==> src/dcrb_pkg.sv <==
// Package of offsets, field positions and reset values for the DAC configuration register bank
package dcrb_pkg;
	// ----------------------------------------------------------------
	// Register offsets
	// ----------------------------------------------------------------
	localparam logic [5:0] DCRB_OFS_NO_OPERATION = 6'h00;
	localparam logic [5:0] DCRB_OFS_DAC_OUTPUT_CODE = 6'h01;
	localparam logic [5:0] DCRB_OFS_GENERAL_CONFIGURATION = 6'h02;
	localparam logic [5:0] DCRB_OFS_IRQ_STATUS = 6'h30;
	localparam logic [5:0] DCRB_OFS_IRQ_CLEAR = 6'h31;
	localparam logic [5:0] DCRB_OFS_IRQ_ENABLE = 6'h32;

	// ----------------------------------------------------------------
	// Reset values and masks
	// ----------------------------------------------------------------
	localparam logic [15:0] DCRB_RST_DAC_OUTPUT_CODE = 16'h0000;
	localparam logic [15:0] DCRB_RST_CONFIG = 16'h0036;
	localparam logic [15:0] DCRB_CONFIG_WRITE_MASK = 16'h7bff;
	localparam logic [1:0] DCRB_RST_IRQ = 2'h0;

	// ----------------------------------------------------------------
	// Configuration field positions
	// ----------------------------------------------------------------
	localparam int DCRB_BIT_CRC_THR_HI = 14;
	localparam int DCRB_BIT_CRC_THR_LO = 13;
	localparam int DCRB_BIT_CLOCK_OUT_DIVIDE = 12;
	localparam int DCRB_BIT_CLOCK_OUT_ENABLE = 11;
	localparam int DCRB_BIT_BREAK_IRQ_ENABLE = 9;
	localparam int DCRB_BIT_IRQ_PIN_ENABLE = 8;
	localparam int DCRB_BIT_CLEAR_PIN_ENABLE = 7;
	localparam int DCRB_BIT_UART_DISABLE = 6;
	localparam int DCRB_BIT_UART_BAUD = 5;
	localparam int DCRB_BIT_CRC_ENABLE = 4;
	localparam int DCRB_BIT_IRQ_POLARITY = 3;
	localparam int DCRB_BIT_IRQ_LEVEL_MODE = 2;
	localparam int DCRB_BIT_SERIAL_OUT_TRISTATE = 1;
	localparam int DCRB_BIT_SERIAL_OUT_EARLY = 0;

	// ----------------------------------------------------------------
	// Interrupt status bits and counts
	// ----------------------------------------------------------------
	localparam int DCRB_EVT_CRC_FAULT = 0;
	localparam int DCRB_EVT_CLEAR_REQ = 1;
	localparam int DCRB_CLOCK_OUT_DIVIDE = 128;
	localparam logic [5:0] DCRB_HALF_DIVIDE = 6'(DCRB_CLOCK_OUT_DIVIDE / 2 - 1);
	localparam logic [3:0] DCRB_CRC_CNT_MAX = 4'h8;
endpackage

==> src/dcrb_register_bank.sv <==
// Register bank of the DAC front end: output code, configuration and the pins it steers
// What this block does
// - Writes to offset zero change nothing; reads there return zero.
// - Offset one holds the sixteen-bit output code, reset to zero.
// - Configuration at offset two resets to 0x0036; bits 15 and 10 read zero.
// - CRC fault sets after 1, 2, 4 or 8 consecutive failing frames.
// - Divide bit set gives oscillator over 128 on the clock output pin.
// - Clock output pin carries the oscillator only while its enable is set.
// - Break-mode interrupt enable sends interrupts as break on the UART transmit output.
// - Dedicated interrupt pin works only while its enable bit is set.
// - Clear-pin enable makes serial input a clear request in break mode.
// - UART disable bit at one turns the UART off.
// - Baud bit picks 1200 baud plain or 9600 baud with break mode.
// - CRC is checked on serial frames while CRC enable is set.
// - Interrupt pin is active low when polarity is zero, high when one.
// - Interrupt pin gives pulses when level mode is zero, levels when one.
// - Serial out tristate set keeps output undriven; clear drives during select.
// - Early launch moves serial output launch to the falling serial clock edge.
//
// Decided for this implementation: the address-and-strobe port.
`timescale 1ns/1ps
`default_nettype none
module dcrb_register_bank
	import dcrb_pkg::*;
(
	input wire logic CLK_SYS_IN,
	input wire logic RST_N_IN,
	input wire logic [5:0] REG_ADDR_IN,
	input wire logic [15:0] REG_WDATA_IN,
	input wire logic REG_WR_IN,
	input wire logic REG_RD_IN,
	output logic [15:0] REG_RDATA_OUT,
	input wire logic CRC_FRAME_DONE_IN,
	input wire logic CRC_FRAME_BAD_IN,
	output logic CRC_CHECK_ENABLE_OUT,
	input wire logic OSC_LEVEL_IN,
	output logic CLOCK_OUTPUT_PIN_OUT,
	input wire logic UART_TX_DATA_IN,
	output logic UART_TRANSMIT_OUTPUT_OUT,
	output logic UART_ENABLE_OUT,
	output logic UART_BAUD_9600_OUT,
	input wire logic SDI_IN,
	output logic CLEAR_STATE_OUT,
	input wire logic SCLK_IN,
	input wire logic CS_N_IN,
	input wire logic SDO_DATA_IN,
	output logic SDO_OUT,
	output logic SDO_OE_N_OUT,
	output logic IRQ_PIN_OUT,
	output logic INT_OUT,
	output logic [15:0] VOLTAGE_OUTPUT_CODE_OUT
);
	// ----------------------------------------------------------------
	// State
	// ----------------------------------------------------------------
	logic [15:0] dac_output_code;
	logic [15:0] general_configuration;
	logic [1:0] irq_status;
	logic [1:0] irq_enable;
	logic [1:0] event_set;
	logic [3:0] crc_fail_count;
	logic [3:0] crc_threshold;
	logic [3:0] next_crc_fail_count;
	logic osc_prev;
	logic [5:0] osc_div_count;
	logic osc_div_level;
	logic irq_pending;
	logic irq_pending_prev;
	logic irq_active;
	logic break_mode;
	logic sclk_prev;
	logic launch_edge;
	logic clear_req;

	// ----------------------------------------------------------------
	// Register writes
	// ----------------------------------------------------------------
	// Output code register; offset zero is decoded by no write logic so its writes vanish
	always_ff @(posedge CLK_SYS_IN) begin
		if (!RST_N_IN) begin
			dac_output_code <= DCRB_RST_DAC_OUTPUT_CODE;
		end else if (REG_WR_IN && REG_ADDR_IN == DCRB_OFS_DAC_OUTPUT_CODE) begin
			dac_output_code <= REG_WDATA_IN;
		end
	end

	// Configuration register with reserved bits held at zero
	always_ff @(posedge CLK_SYS_IN) begin
		if (!RST_N_IN) begin
			general_configuration <= DCRB_RST_CONFIG;
		end else if (REG_WR_IN && REG_ADDR_IN == DCRB_OFS_GENERAL_CONFIGURATION) begin
			general_configuration <= REG_WDATA_IN & DCRB_CONFIG_WRITE_MASK;
		end
	end

	// Interrupt enable register
	always_ff @(posedge CLK_SYS_IN) begin
		if (!RST_N_IN) begin
			irq_enable <= DCRB_RST_IRQ;
		end else if (REG_WR_IN && REG_ADDR_IN == DCRB_OFS_IRQ_ENABLE) begin
			irq_enable <= REG_WDATA_IN[1:0];
		end
	end

	// Sticky status; a new event wins over a clear in the same cycle
	always_ff @(posedge CLK_SYS_IN) begin
		if (!RST_N_IN) begin
			irq_status <= DCRB_RST_IRQ;
		end else if (REG_WR_IN && REG_ADDR_IN == DCRB_OFS_IRQ_CLEAR) begin
			irq_status <= (irq_status & ~REG_WDATA_IN[1:0]) | event_set;
		end else begin
			irq_status <= irq_status | event_set;
		end
	end

	// ----------------------------------------------------------------
	// Register reads
	// ----------------------------------------------------------------
	// Read data stand only in the cycle after the strobe; unmapped reads zero
	always_ff @(posedge CLK_SYS_IN) begin
		if (!RST_N_IN || !REG_RD_IN) begin
			REG_RDATA_OUT <= 16'h0000;
		end else begin
			unique case (REG_ADDR_IN)
				DCRB_OFS_NO_OPERATION: REG_RDATA_OUT <= 16'h0000;
				DCRB_OFS_DAC_OUTPUT_CODE: REG_RDATA_OUT <= dac_output_code;
				DCRB_OFS_GENERAL_CONFIGURATION: REG_RDATA_OUT <= general_configuration;
				DCRB_OFS_IRQ_STATUS: REG_RDATA_OUT <= {14'h0000, irq_status};
				DCRB_OFS_IRQ_ENABLE: REG_RDATA_OUT <= {14'h0000, irq_enable};
				default: REG_RDATA_OUT <= 16'h0000;
			endcase
		end
	end

	// ----------------------------------------------------------------
	// CRC fault threshold
	// ----------------------------------------------------------------
	// Threshold is two to the power of the field
	always_comb begin
		crc_threshold = 4'h1 << general_configuration[DCRB_BIT_CRC_THR_HI:DCRB_BIT_CRC_THR_LO];
		next_crc_fail_count = crc_fail_count;
		if (CRC_FRAME_DONE_IN && general_configuration[DCRB_BIT_CRC_ENABLE]) begin
			if (!CRC_FRAME_BAD_IN) begin
				next_crc_fail_count = 4'h0;
			end else if (crc_fail_count != DCRB_CRC_CNT_MAX) begin
				next_crc_fail_count = crc_fail_count + 4'h1;
			end
		end
	end

	// Run of consecutive failing frames, saturating at eight
	always_ff @(posedge CLK_SYS_IN) begin
		if (!RST_N_IN) begin
			crc_fail_count <= 4'h0;
		end else begin
			crc_fail_count <= next_crc_fail_count;
		end
	end

	assign CRC_CHECK_ENABLE_OUT = general_configuration[DCRB_BIT_CRC_ENABLE];

	// Events: fault when the run reaches the threshold, clear request on its rise
	assign event_set[DCRB_EVT_CRC_FAULT] = CRC_FRAME_DONE_IN && CRC_FRAME_BAD_IN
		&& general_configuration[DCRB_BIT_CRC_ENABLE]
		&& crc_fail_count != crc_threshold && next_crc_fail_count == crc_threshold;
	assign event_set[DCRB_EVT_CLEAR_REQ] = clear_req && !CLEAR_STATE_OUT;

	// ----------------------------------------------------------------
	// Clock output pin
	// ----------------------------------------------------------------
	// Toggle the divided level every 64 oscillator rising edges
	always_ff @(posedge CLK_SYS_IN) begin
		if (!RST_N_IN) begin
			osc_prev <= 1'b0;
			osc_div_count <= 6'h00;
			osc_div_level <= 1'b0;
		end else begin
			osc_prev <= OSC_LEVEL_IN;
			if (OSC_LEVEL_IN && !osc_prev) begin
				if (osc_div_count == DCRB_HALF_DIVIDE) begin
					osc_div_count <= 6'h00;
					osc_div_level <= !osc_div_level;
				end else begin
					osc_div_count <= osc_div_count + 6'h01;
				end
			end
		end
	end

	// Registered pin, held low while disabled
	always_ff @(posedge CLK_SYS_IN) begin
		if (!RST_N_IN || !general_configuration[DCRB_BIT_CLOCK_OUT_ENABLE]) begin
			CLOCK_OUTPUT_PIN_OUT <= 1'b0;
		end else if (general_configuration[DCRB_BIT_CLOCK_OUT_DIVIDE]) begin
			CLOCK_OUTPUT_PIN_OUT <= osc_div_level;
		end else begin
			CLOCK_OUTPUT_PIN_OUT <= OSC_LEVEL_IN;
		end
	end

	// ----------------------------------------------------------------
	// UART control
	// ----------------------------------------------------------------
	assign UART_ENABLE_OUT = !general_configuration[DCRB_BIT_UART_DISABLE];
	assign UART_BAUD_9600_OUT = general_configuration[DCRB_BIT_UART_BAUD];
	assign break_mode = UART_ENABLE_OUT && UART_BAUD_9600_OUT;
	assign irq_pending = |(irq_status & irq_enable);
	assign INT_OUT = irq_pending;

	// Break (held low) on the transmit line signals a pending interrupt
	always_ff @(posedge CLK_SYS_IN) begin
		if (!RST_N_IN) begin
			UART_TRANSMIT_OUTPUT_OUT <= 1'b1;
		end else if (!UART_ENABLE_OUT) begin
			UART_TRANSMIT_OUTPUT_OUT <= 1'b1;
		end else if (break_mode && general_configuration[DCRB_BIT_BREAK_IRQ_ENABLE] && irq_pending) begin
			UART_TRANSMIT_OUTPUT_OUT <= 1'b0;
		end else begin
			UART_TRANSMIT_OUTPUT_OUT <= UART_TX_DATA_IN;
		end
	end

	// Serial input doubles as clear request only in break mode
	assign clear_req = general_configuration[DCRB_BIT_CLEAR_PIN_ENABLE] && break_mode && SDI_IN;

	always_ff @(posedge CLK_SYS_IN) begin
		if (!RST_N_IN) begin
			CLEAR_STATE_OUT <= 1'b0;
		end else begin
			CLEAR_STATE_OUT <= clear_req;
		end
	end

	// ----------------------------------------------------------------
	// Interrupt pin
	// ----------------------------------------------------------------
	always_ff @(posedge CLK_SYS_IN) begin
		if (!RST_N_IN) begin
			irq_pending_prev <= 1'b0;
		end else begin
			irq_pending_prev <= irq_pending;
		end
	end

	// Level mode follows pending; edge mode gives a one-cycle pulse on its rise
	assign irq_active = general_configuration[DCRB_BIT_IRQ_PIN_ENABLE]
		&& (general_configuration[DCRB_BIT_IRQ_LEVEL_MODE] ? irq_pending
		: (irq_pending && !irq_pending_prev));

	always_ff @(posedge CLK_SYS_IN) begin
		if (!RST_N_IN) begin
			IRQ_PIN_OUT <= 1'b1;
		end else begin
			IRQ_PIN_OUT <= irq_active ~^ general_configuration[DCRB_BIT_IRQ_POLARITY];
		end
	end

	// ----------------------------------------------------------------
	// Serial data out
	// ----------------------------------------------------------------
	always_ff @(posedge CLK_SYS_IN) begin
		if (!RST_N_IN) begin
			sclk_prev <= 1'b0;
		end else begin
			sclk_prev <= SCLK_IN;
		end
	end

	// Launch edge is the rising one, or the falling one in early mode
	assign launch_edge = general_configuration[DCRB_BIT_SERIAL_OUT_EARLY]
		? (sclk_prev && !SCLK_IN) : (!sclk_prev && SCLK_IN);

	always_ff @(posedge CLK_SYS_IN) begin
		if (!RST_N_IN) begin
			SDO_OUT <= 1'b0;
		end else if (launch_edge) begin
			SDO_OUT <= SDO_DATA_IN;
		end
	end

	// Enable low only while selected and tristate bit clear
	assign SDO_OE_N_OUT = general_configuration[DCRB_BIT_SERIAL_OUT_TRISTATE] || CS_N_IN;
	assign VOLTAGE_OUTPUT_CODE_OUT = dac_output_code;

	// ----------------------------------------------------------------
	// Checks
	// ----------------------------------------------------------------
	chk_nop_reads_zero: assert property (@(posedge CLK_SYS_IN) disable iff (!RST_N_IN)
		REG_RD_IN && REG_ADDR_IN == DCRB_OFS_NO_OPERATION |=> REG_RDATA_OUT == 16'h0000)
		else $error("No-operation read not zero");
	chk_nop_write_inert: assert property (@(posedge CLK_SYS_IN) disable iff (!RST_N_IN)
		REG_WR_IN && REG_ADDR_IN == DCRB_OFS_NO_OPERATION |=> $stable(dac_output_code) && $stable(general_configuration))
		else $error("No-operation write changed state");
	chk_code_write_read: assert property (@(posedge CLK_SYS_IN) disable iff (!RST_N_IN)
		REG_WR_IN && REG_ADDR_IN == DCRB_OFS_DAC_OUTPUT_CODE ##1 REG_RD_IN && REG_ADDR_IN == DCRB_OFS_DAC_OUTPUT_CODE
		|=> REG_RDATA_OUT == $past(REG_WDATA_IN, 2))
		else $error("Output code readback mismatch");
	chk_reserved_zero: assert property (@(posedge CLK_SYS_IN) disable iff (!RST_N_IN)
		general_configuration[15] == 1'b0 && general_configuration[10] == 1'b0)
		else $error("Reserved configuration bit set");
	chk_config_reset: assert property (@(posedge CLK_SYS_IN)
		!RST_N_IN |=> general_configuration == 16'h0036)
		else $error("Configuration reset value wrong");
	chk_crc_single: assert property (@(posedge CLK_SYS_IN) disable iff (!RST_N_IN)
		general_configuration[14:13] == 2'h0 && general_configuration[4] && crc_fail_count == 4'h0
		&& CRC_FRAME_DONE_IN && CRC_FRAME_BAD_IN |=> irq_status[DCRB_EVT_CRC_FAULT])
		else $error("Single CRC failure did not set fault");
	chk_crc_off: assert property (@(posedge CLK_SYS_IN) disable iff (!RST_N_IN)
		!general_configuration[4] |-> !event_set[DCRB_EVT_CRC_FAULT])
		else $error("CRC fault with checking off");
	chk_clock_out_off: assert property (@(posedge CLK_SYS_IN) disable iff (!RST_N_IN)
		!general_configuration[11] |=> !CLOCK_OUTPUT_PIN_OUT)
		else $error("Clock output active while disabled");
	chk_break_irq: assert property (@(posedge CLK_SYS_IN) disable iff (!RST_N_IN)
		general_configuration[9] && break_mode && irq_pending |=> !UART_TRANSMIT_OUTPUT_OUT)
		else $error("Interrupt not sent as break");
	chk_irq_pin_off: assert property (@(posedge CLK_SYS_IN) disable iff (!RST_N_IN)
		!general_configuration[8] && !general_configuration[3] ##1 !general_configuration[3] |-> IRQ_PIN_OUT)
		else $error("Interrupt pin active while disabled");
	chk_irq_level: assert property (@(posedge CLK_SYS_IN) disable iff (!RST_N_IN)
		general_configuration[8] && general_configuration[2] && irq_pending && general_configuration[3]
		|=> IRQ_PIN_OUT)
		else $error("Level interrupt not held");
	chk_sdo_tristate: assert property (@(posedge CLK_SYS_IN) disable iff (!RST_N_IN)
		general_configuration[1] |-> SDO_OE_N_OUT)
		else $error("Serial output driven while tristated");
	cov_crc_fault: cover property (@(posedge CLK_SYS_IN) disable iff (!RST_N_IN)
		event_set[DCRB_EVT_CRC_FAULT]);
	cov_break_sent: cover property (@(posedge CLK_SYS_IN) disable iff (!RST_N_IN)
		!UART_TRANSMIT_OUTPUT_OUT && irq_pending);
	cov_clear_req: cover property (@(posedge CLK_SYS_IN) disable iff (!RST_N_IN)
		CLEAR_STATE_OUT);
endmodule
`default_nettype wire

==> config.mk <==
export PLATFORM = sky130hd
export DESIGN_NAME = dcrb_register_bank
export DESIGN_NICKNAME = d
export VERILOG_FILES = /design/src/dcrb_pkg.sv /design/src/dcrb_register_bank.sv
export SDC_FILE = /design/constraint.sdc
export NUM_CORES = 1
export LEC_CHECK = 0
export BUFFER_PORTS_ARGS = -buffer_cell sky130_fd_sc_hd__buf_2
export CORE_MARGIN = 2
export CORE_UTILIZATION = 47
export CTS_CLUSTER_SIZE = 20
export DETAILED_ROUTE_END_ITERATION = 7
export GPL_TIMING_DRIVEN = 0
export PLACE_DENSITY = 0.75
export REMOVE_ABC_BUFFERS = 1
export SETUP_SLACK_MARGIN = 0.3
export SLEW_MARGIN = 0
export SYNTH_ARGS = -nofsm -noshare
export SYNTH_HDL_FRONTEND = slang
export SYNTH_SLANG_ARGS = --single-unit
==> constraint.sdc <==
create_clock -name CLK_SYS_IN -period 1.64 [get_ports CLK_SYS_IN]
set_input_delay 0.328 -clock CLK_SYS_IN [delete_from_list [all_inputs] [get_ports CLK_SYS_IN]]
set_output_delay 0.328 -clock CLK_SYS_IN [all_outputs]
set_load 0.05 [all_outputs]
==> results.yml, run 1 <==
worst_setup_path:
  critPathRequiredTime_ps: 1860
  critPathMaxFanout: 8
  cp-end-kind: "flip-flop"
  worstSetupStartpointType: "input port"
  critPathKind: "input port to flip-flop"
  arrival_ps: 1870
global_route:
  grt_pass1_wl_um: 11790
  grt_max_degree: 55
  grt_pass1_vias: 2479
  grt_use_total: 0.2381
  antenna_found_initial: 0
  grt_overflow: 0
timing:
  hold_viol: 0
  setup_slack_ps: -7.451
  slew_violations: 0
  min_period_ps: 1647
  maxSlewHeadroom: 0.6403
  finalCritPeriodShare: 1.005
  timing.fmax_ghz: 0.6070
  clock_skew_ps: 6.962
  setup_viol: 1
  tns_ps: -7.451
  rsz0062_at_grt: "yes"
  worst_pin_slew_ps: 539.6
finish:
  drive_gt1_frac: 0.4447
  register_area_sq_mm: 0.001404
  multi_input_area_sq_mm: 0.001719
  fin_nets: 439
  antenna_cells: 0
  nFillCells: 435
  syn_to_final_growth_pct: 42.88
placement:
  dp_hpwl_um: 4396
  globalplace.congestion: 0.8768
  port_buffers: 75
synthesis:
  synth.distinct_cells: 42
  synth_common_cells: "69 x dfxtp_1, 46 x nand2_1, 28 x nor2b_1"
  synth_top_area_frac: 0.4781
  yosys.area.top_type: "dfxtp_1"
  seq_area_frac_synth: 0.4781
  ys_ff_latch: 69
  synth_area_leaders: "dfxtp_1 48%, mux2i_1 7.6%, nor2b_1 6.1%, nand2_1 6.0%, a22oi_1 3.9%"
  synth.cell_area_sq_mm: 0.002889
  avgSynthCellArea_sq_um: 9.410
  synth.most_common_cell: "dfxtp_1"
  ys.flop_type: "dfxtp_1"
  ys_async_sr_fraction: 0
  ys_warn_count: 0
  synth_edf_count: 0
  synth_cells: 307
power:
  p_leak_nw: 1.755
  p_per_area_mw_per_mm2: 829.0
  total_power_mw: 3.422
  vdd_drop_max_mv: 0.4913
clock_network:
  cts-root-buf: "clkbuf_8"
  cts_tree: "built"
  clk_latency_ps: 340
  holdBufCountCts: 0
  numCtsBuffers: 9
  cts.clk_slew.worst_paths_ps: 70
  h-tree-depth: 3
  cts_max_path_buffers: 2
  cts_num_sinks: 69
routing:
  remaining_drc_errors: 0
  ant_nets: 0
  vias: 2593
  wirelength_um: 8157
  vias_per_cell: 5.380
  firstDrtPassIters: 4
  routedWlPerCell_um: 16.92
  drt_iter0_drc: 105
worst_hold_path:
  hp-class: "input port to flip-flop"
floorplan:
  row_count: 28
  fp.dieH_um: 82.40
  start_util: 0.4880
  core_sq_mm: 0.005921
  die_x_um: 82.40
  pin_count: 76
  dieArea_sq_mm: 0.006790
run:
  drv_cap: 0
outcome:
  status: "complete, but fails checks"
  violations: "negative setup slack"
[cell type report]
cell class / count / area share
timing repair buffer: 97 / 0.1628
multi-input combinational: 219 / 0.4165
inverter: 6 / 0.006669
clock inverter: 3 / 0.01031
clock buffer: 13 / 0.04092
tap: 75 / 0.02273
sequential: 69 / 0.3401
[repair_timing]
item                       4_1_cts  5_1_grt
pin swaps                       30       19
setup endpoints to repair       60       68
resized for setup               77       50
gates cloned                     3        0
buffers inserted                16        4
[per-stage QoR]
step	instance area, sq um	worst slack (ps)	instances	hold WS (ps)	util
2_1_floorplan	2819	-394.8	292	389.9	-
3_3_place_gp	3288	-1301	442	451.2	0.5554
3_5_place_dp	3307	-1157	443	446.1	0.5585
4_1_cts	3938	123.4	478	198.5	0.6650
5_1_grt	4128	-5.970	482	217.0	0.6972
6_report	4128	-7.451	482	211.8	0.6972
[power breakdown]
group / internal [mW] / switching (mW) / leakage, nW / total, mW
sequential: 1.69 / 0.0158 / 0.563 / 1.71
clock: 0.825 / 0.615 / 0.106 / 1.44
combinational: 0.131 / 0.142 / 1.09 / 0.273
total: 2.65 / 0.773 / 1.76 / 3.42
[sequential cells by signal, indices dropped and copies added (netlist names)]
register and flops:
UART_TRANSMIT_OUTPUT_OUT 1, osc_div_level 1, CLEAR_STATE_OUT 1, SDO_OUT 1, irq_enable 2, osc_prev 1, CLOCK_OUTPUT_PIN_OUT 1, irq_pending_prev 1
irq_status 2, general_configuration 14, crc_fail_count 4, VOLTAGE_OUTPUT_CODE_OUT 16, osc_div_count 6, IRQ_PIN_OUT 1, REG_RDATA_OUT 16, sclk_prev 1
[kinds of logic after synthesis]
kind of cell / synth area share
fa+ha+maj: 0.01299
compound gates: 0.1091
xor+xnor: 0.03032
buf+inv: 0.03205
simple gates: 0.2456
flops: 0.4781
mux: 0.09181
[worst paths after layout]
kind / to / cells after the start / slack, ps / from
max: VOLTAGE_OUTPUT_CODE_OUT[15]$_SDFFE_PN0P_ / 8 / -7 / REG_ADDR_IN[2]
min: general_configuration[4]$_SDFFE_PN1P_ / 3 / 210 / REG_WDATA_IN[4]
max reg2reg: irq_status[0]$_SDFF_PN0_ / 7 / 160 / crc_fail_count[0]$_SDFF_PN0_
min reg2reg: CLOCK_OUTPUT_PIN_OUT$_SDFF_PP0_ / 2 / 460 / general_configuration[11]$_SDFFE_PN0P_
[metal layers]
| layer | up-vias | routed length [um] | global-route usage |
|---|---|---|---|
| met5 | - | 0 | 0 |
| met4 | 0 | 259 | 0.1417 |
| met3 | 22 | 563 | 0.05761 |
| met2 | 92 | 4050 | 0.4008 |
| met1 | 1238 | 3284 | 0.2726 |
| li1 | 1241 | - | - |
[worst max-delay path, stage by stage]
cell and delay (ps):
buf_6 90, buf_6 120, nor4b_4 210, nand2_1 140, buf_4 160, or3_4 430
mux2i_1 280, nor2b_1 100
[layout by cell type, fill, tap and decap left out, types with 12 or more instances in the layout]
cell	n
clkbuf_8	12
clkbuf_4	12
buf_2	53
dfxtp_1	55
a22oi_1	14
buf_4	17
mux2i_1	22
nor2_1	12
dfxtp_2	12
nor2b_1	26
nand2_1	38
(Power assumes the default switching activity.)
==> inputs of run 2 (changes only) <==
Settings changed: SETUP_SLACK_MARGIN 0.3 to unset.
==> run 2 against run 1 <==
Critical path type unchanged. Fmax rose by 1.4%. Via count is 4.4% lower. The flow now finishes without violations. Largest power group unchanged. Combinational power shrank 21%. Highest routed layer unchanged. Flip-flop and latch count is the same. First-iteration DRC count shrank 41%. Die area stayed put.
==> results.yml, run 2 (same netlist as run 1, synthesis figures left out) <==
worst_setup_path:
  path_cells: "buf_2, or4_4, buf_4, nor3b_4, o311ai_4, buf_12, nor2_1"
  critPathRequiredTime_ps: 1910
  arrival_ps: 1890
  slowest_stage: "or4_4"
  critPathMaxFanout: 5
  reg2reg_slack_ps: 80
  worstSetupStartpointType: "input port"
  cp-end-kind: "flip-flop"
  max_stage_delay_ps: 530
  critPathKind: "input port to flip-flop"
clock_network:
  cts_tree: "built"
  clk_latency_ps: 340
  cts-root-buf: "clkbuf_8"
  numCtsBuffers: 9
  cts.clk_slew.worst_paths_ps: 70
  cts_max_path_buffers: 2
  holdBufCountCts: 0
  cts_num_sinks: 69
  h-tree-depth: 3
power:
  p_leak_nw: 1.630
  vdd_drop_max_mv: 0.4807
  p_per_area_mw_per_mm2: 906.6
outcome:
  status: "finished clean"
timing:
  slew_violations: 0
  timing.fmax_ghz: 0.6157
  worst_pin_slew_ps: 858.4
  hold_ws_ps: 214.0
  hold_viol: 0
  finalCritPeriodShare: 0.9904
  setup_viol: 0
  clock_skew_ps: 7.621
  min_period_ps: 1624
  maxSlewHeadroom: 0.4277
floorplan:
  dieArea_sq_mm: 0.006790
  start_util: 0.4880
  fp.dieH_um: 82.40
  core_sq_mm: 0.005921
  die_x_um: 82.40
  row_count: 28
  pin_count: 76
routing:
  vias_per_cell: 5.274
  firstDrtPassIters: 4
  ant_nets: 0
  routedWlPerCell_um: 14.74
  vias: 2479
  wirelength_um: 6929
  drt_iter0_drc: 62
  remaining_drc_errors: 0
global_route:
  grt_overflow: 0
  grt_pass1_vias: 2288
  grt_max_degree: 55
  grt_use_total: 0.2147
  antenna_found_initial: 0
  grt_pass1_wl_um: 10660
finish:
  antenna_cells: 0
  design_area_sq_mm: 0.003696
  fin_nets: 427
  mostFrequentLayoutCells: "74 x buf_2, 67 x dfxtp_1, 44 x nand2_1"
  final_common_cell: "buf_2"
  syn_to_final_growth_pct: 27.93
  drive_gt1_frac: 0.3089
  nFillCells: 499
placement:
  port_buffers: 75
  globalplace.congestion: 0.8768
  dp_hpwl_um: 4396
  dpl_cell_area_sq_mm: 0.003307
worst_hold_path:
  hp-class: "input port to flip-flop"
run:
  drv_cap: 0
==> run 2: final cells by class <==
type	count	area, sq um	share of cell area
Multi-Input combinational cell	218	1481	0.4008
Sequential cell	69	1386	0.3751
Timing Repair Buffer	86	500.5	0.1354
Clock buffer	13	168.9	0.04570
Tap cell	75	93.84	0.02539
Clock inverter	3	42.54	0.01151
Inverter	6	22.52	0.006093
==> run 2: per-layer routing <==
| metal | part of all wire | routed length (um) | GRT usage | up-vias |
|---|---|---|---|---|
| li1 | - | - | - | 1219 |
| met1 | 0.44 | 3072 | 0.2590 | 1170 |
| met2 | 0.46 | 3199 | 0.3435 | 72 |
| met3 | 0.063 | 437 | 0.05435 | 18 |
| met4 | 0.032 | 219 | 0.1283 | 0 |
| met5 | 0 | 0 | 0 | - |
==> run 2: path summary, 6_finish.rpt <==
check	from	endpoint	cells after the start
setup / recovery	REG_ADDR_IN[4]	REG_RDATA_OUT[11]$_SDFF_PP0_	7
hold / removal	REG_WDATA_IN[4]	general_configuration[4]$_SDFFE_PN1P_	3
setup reg to reg	general_configuration[13]$_SDFFE_PN0P_	irq_status[0]$_SDFF_PN0_	5
hold reg to reg	general_configuration[11]$_SDFFE_PN0P_	CLOCK_OUTPUT_PIN_OUT$_SDFF_PP0_	2
==> run 2: critical path, delay by kind of cell <==
family,cells,cell delay (ps)
buf+inv,3,490
simple gates,3,900
compound gates,1,170
==> run 2: where the power goes <==
part           switching (mW)  leakage [nW]  internal, mW
logic                   0.116         0.966        0.0998
clock network           0.603         0.106         0.825
registers              0.0138         0.559          1.69
total                   0.733          1.63          2.62
==> run 2: per-stage QoR <==
step	power (mW)	utilization	setup WS, ps	TNS (ps)	cells
finish	3.351	0.6243	15.77	0	470
global route	3.504	0.6243	-3.408	-4.369	470
CTS	3.378	0.6154	14.92	0	467
detailed placement	1.940	0.5585	-1157	-37930	443
global placement	1.932	0.5554	-1301	-41170	442
floorplan	1.843	-	-394.8	-10730	292
==> run 2: what timing repair did <==
action / CTS / global route
buffers inserted: 7 / 3
setup endpoints to repair: 47 / 21
pin swaps: 4 / 4
gates resized for setup: 10 / 8
gates cloned: 1 / 0
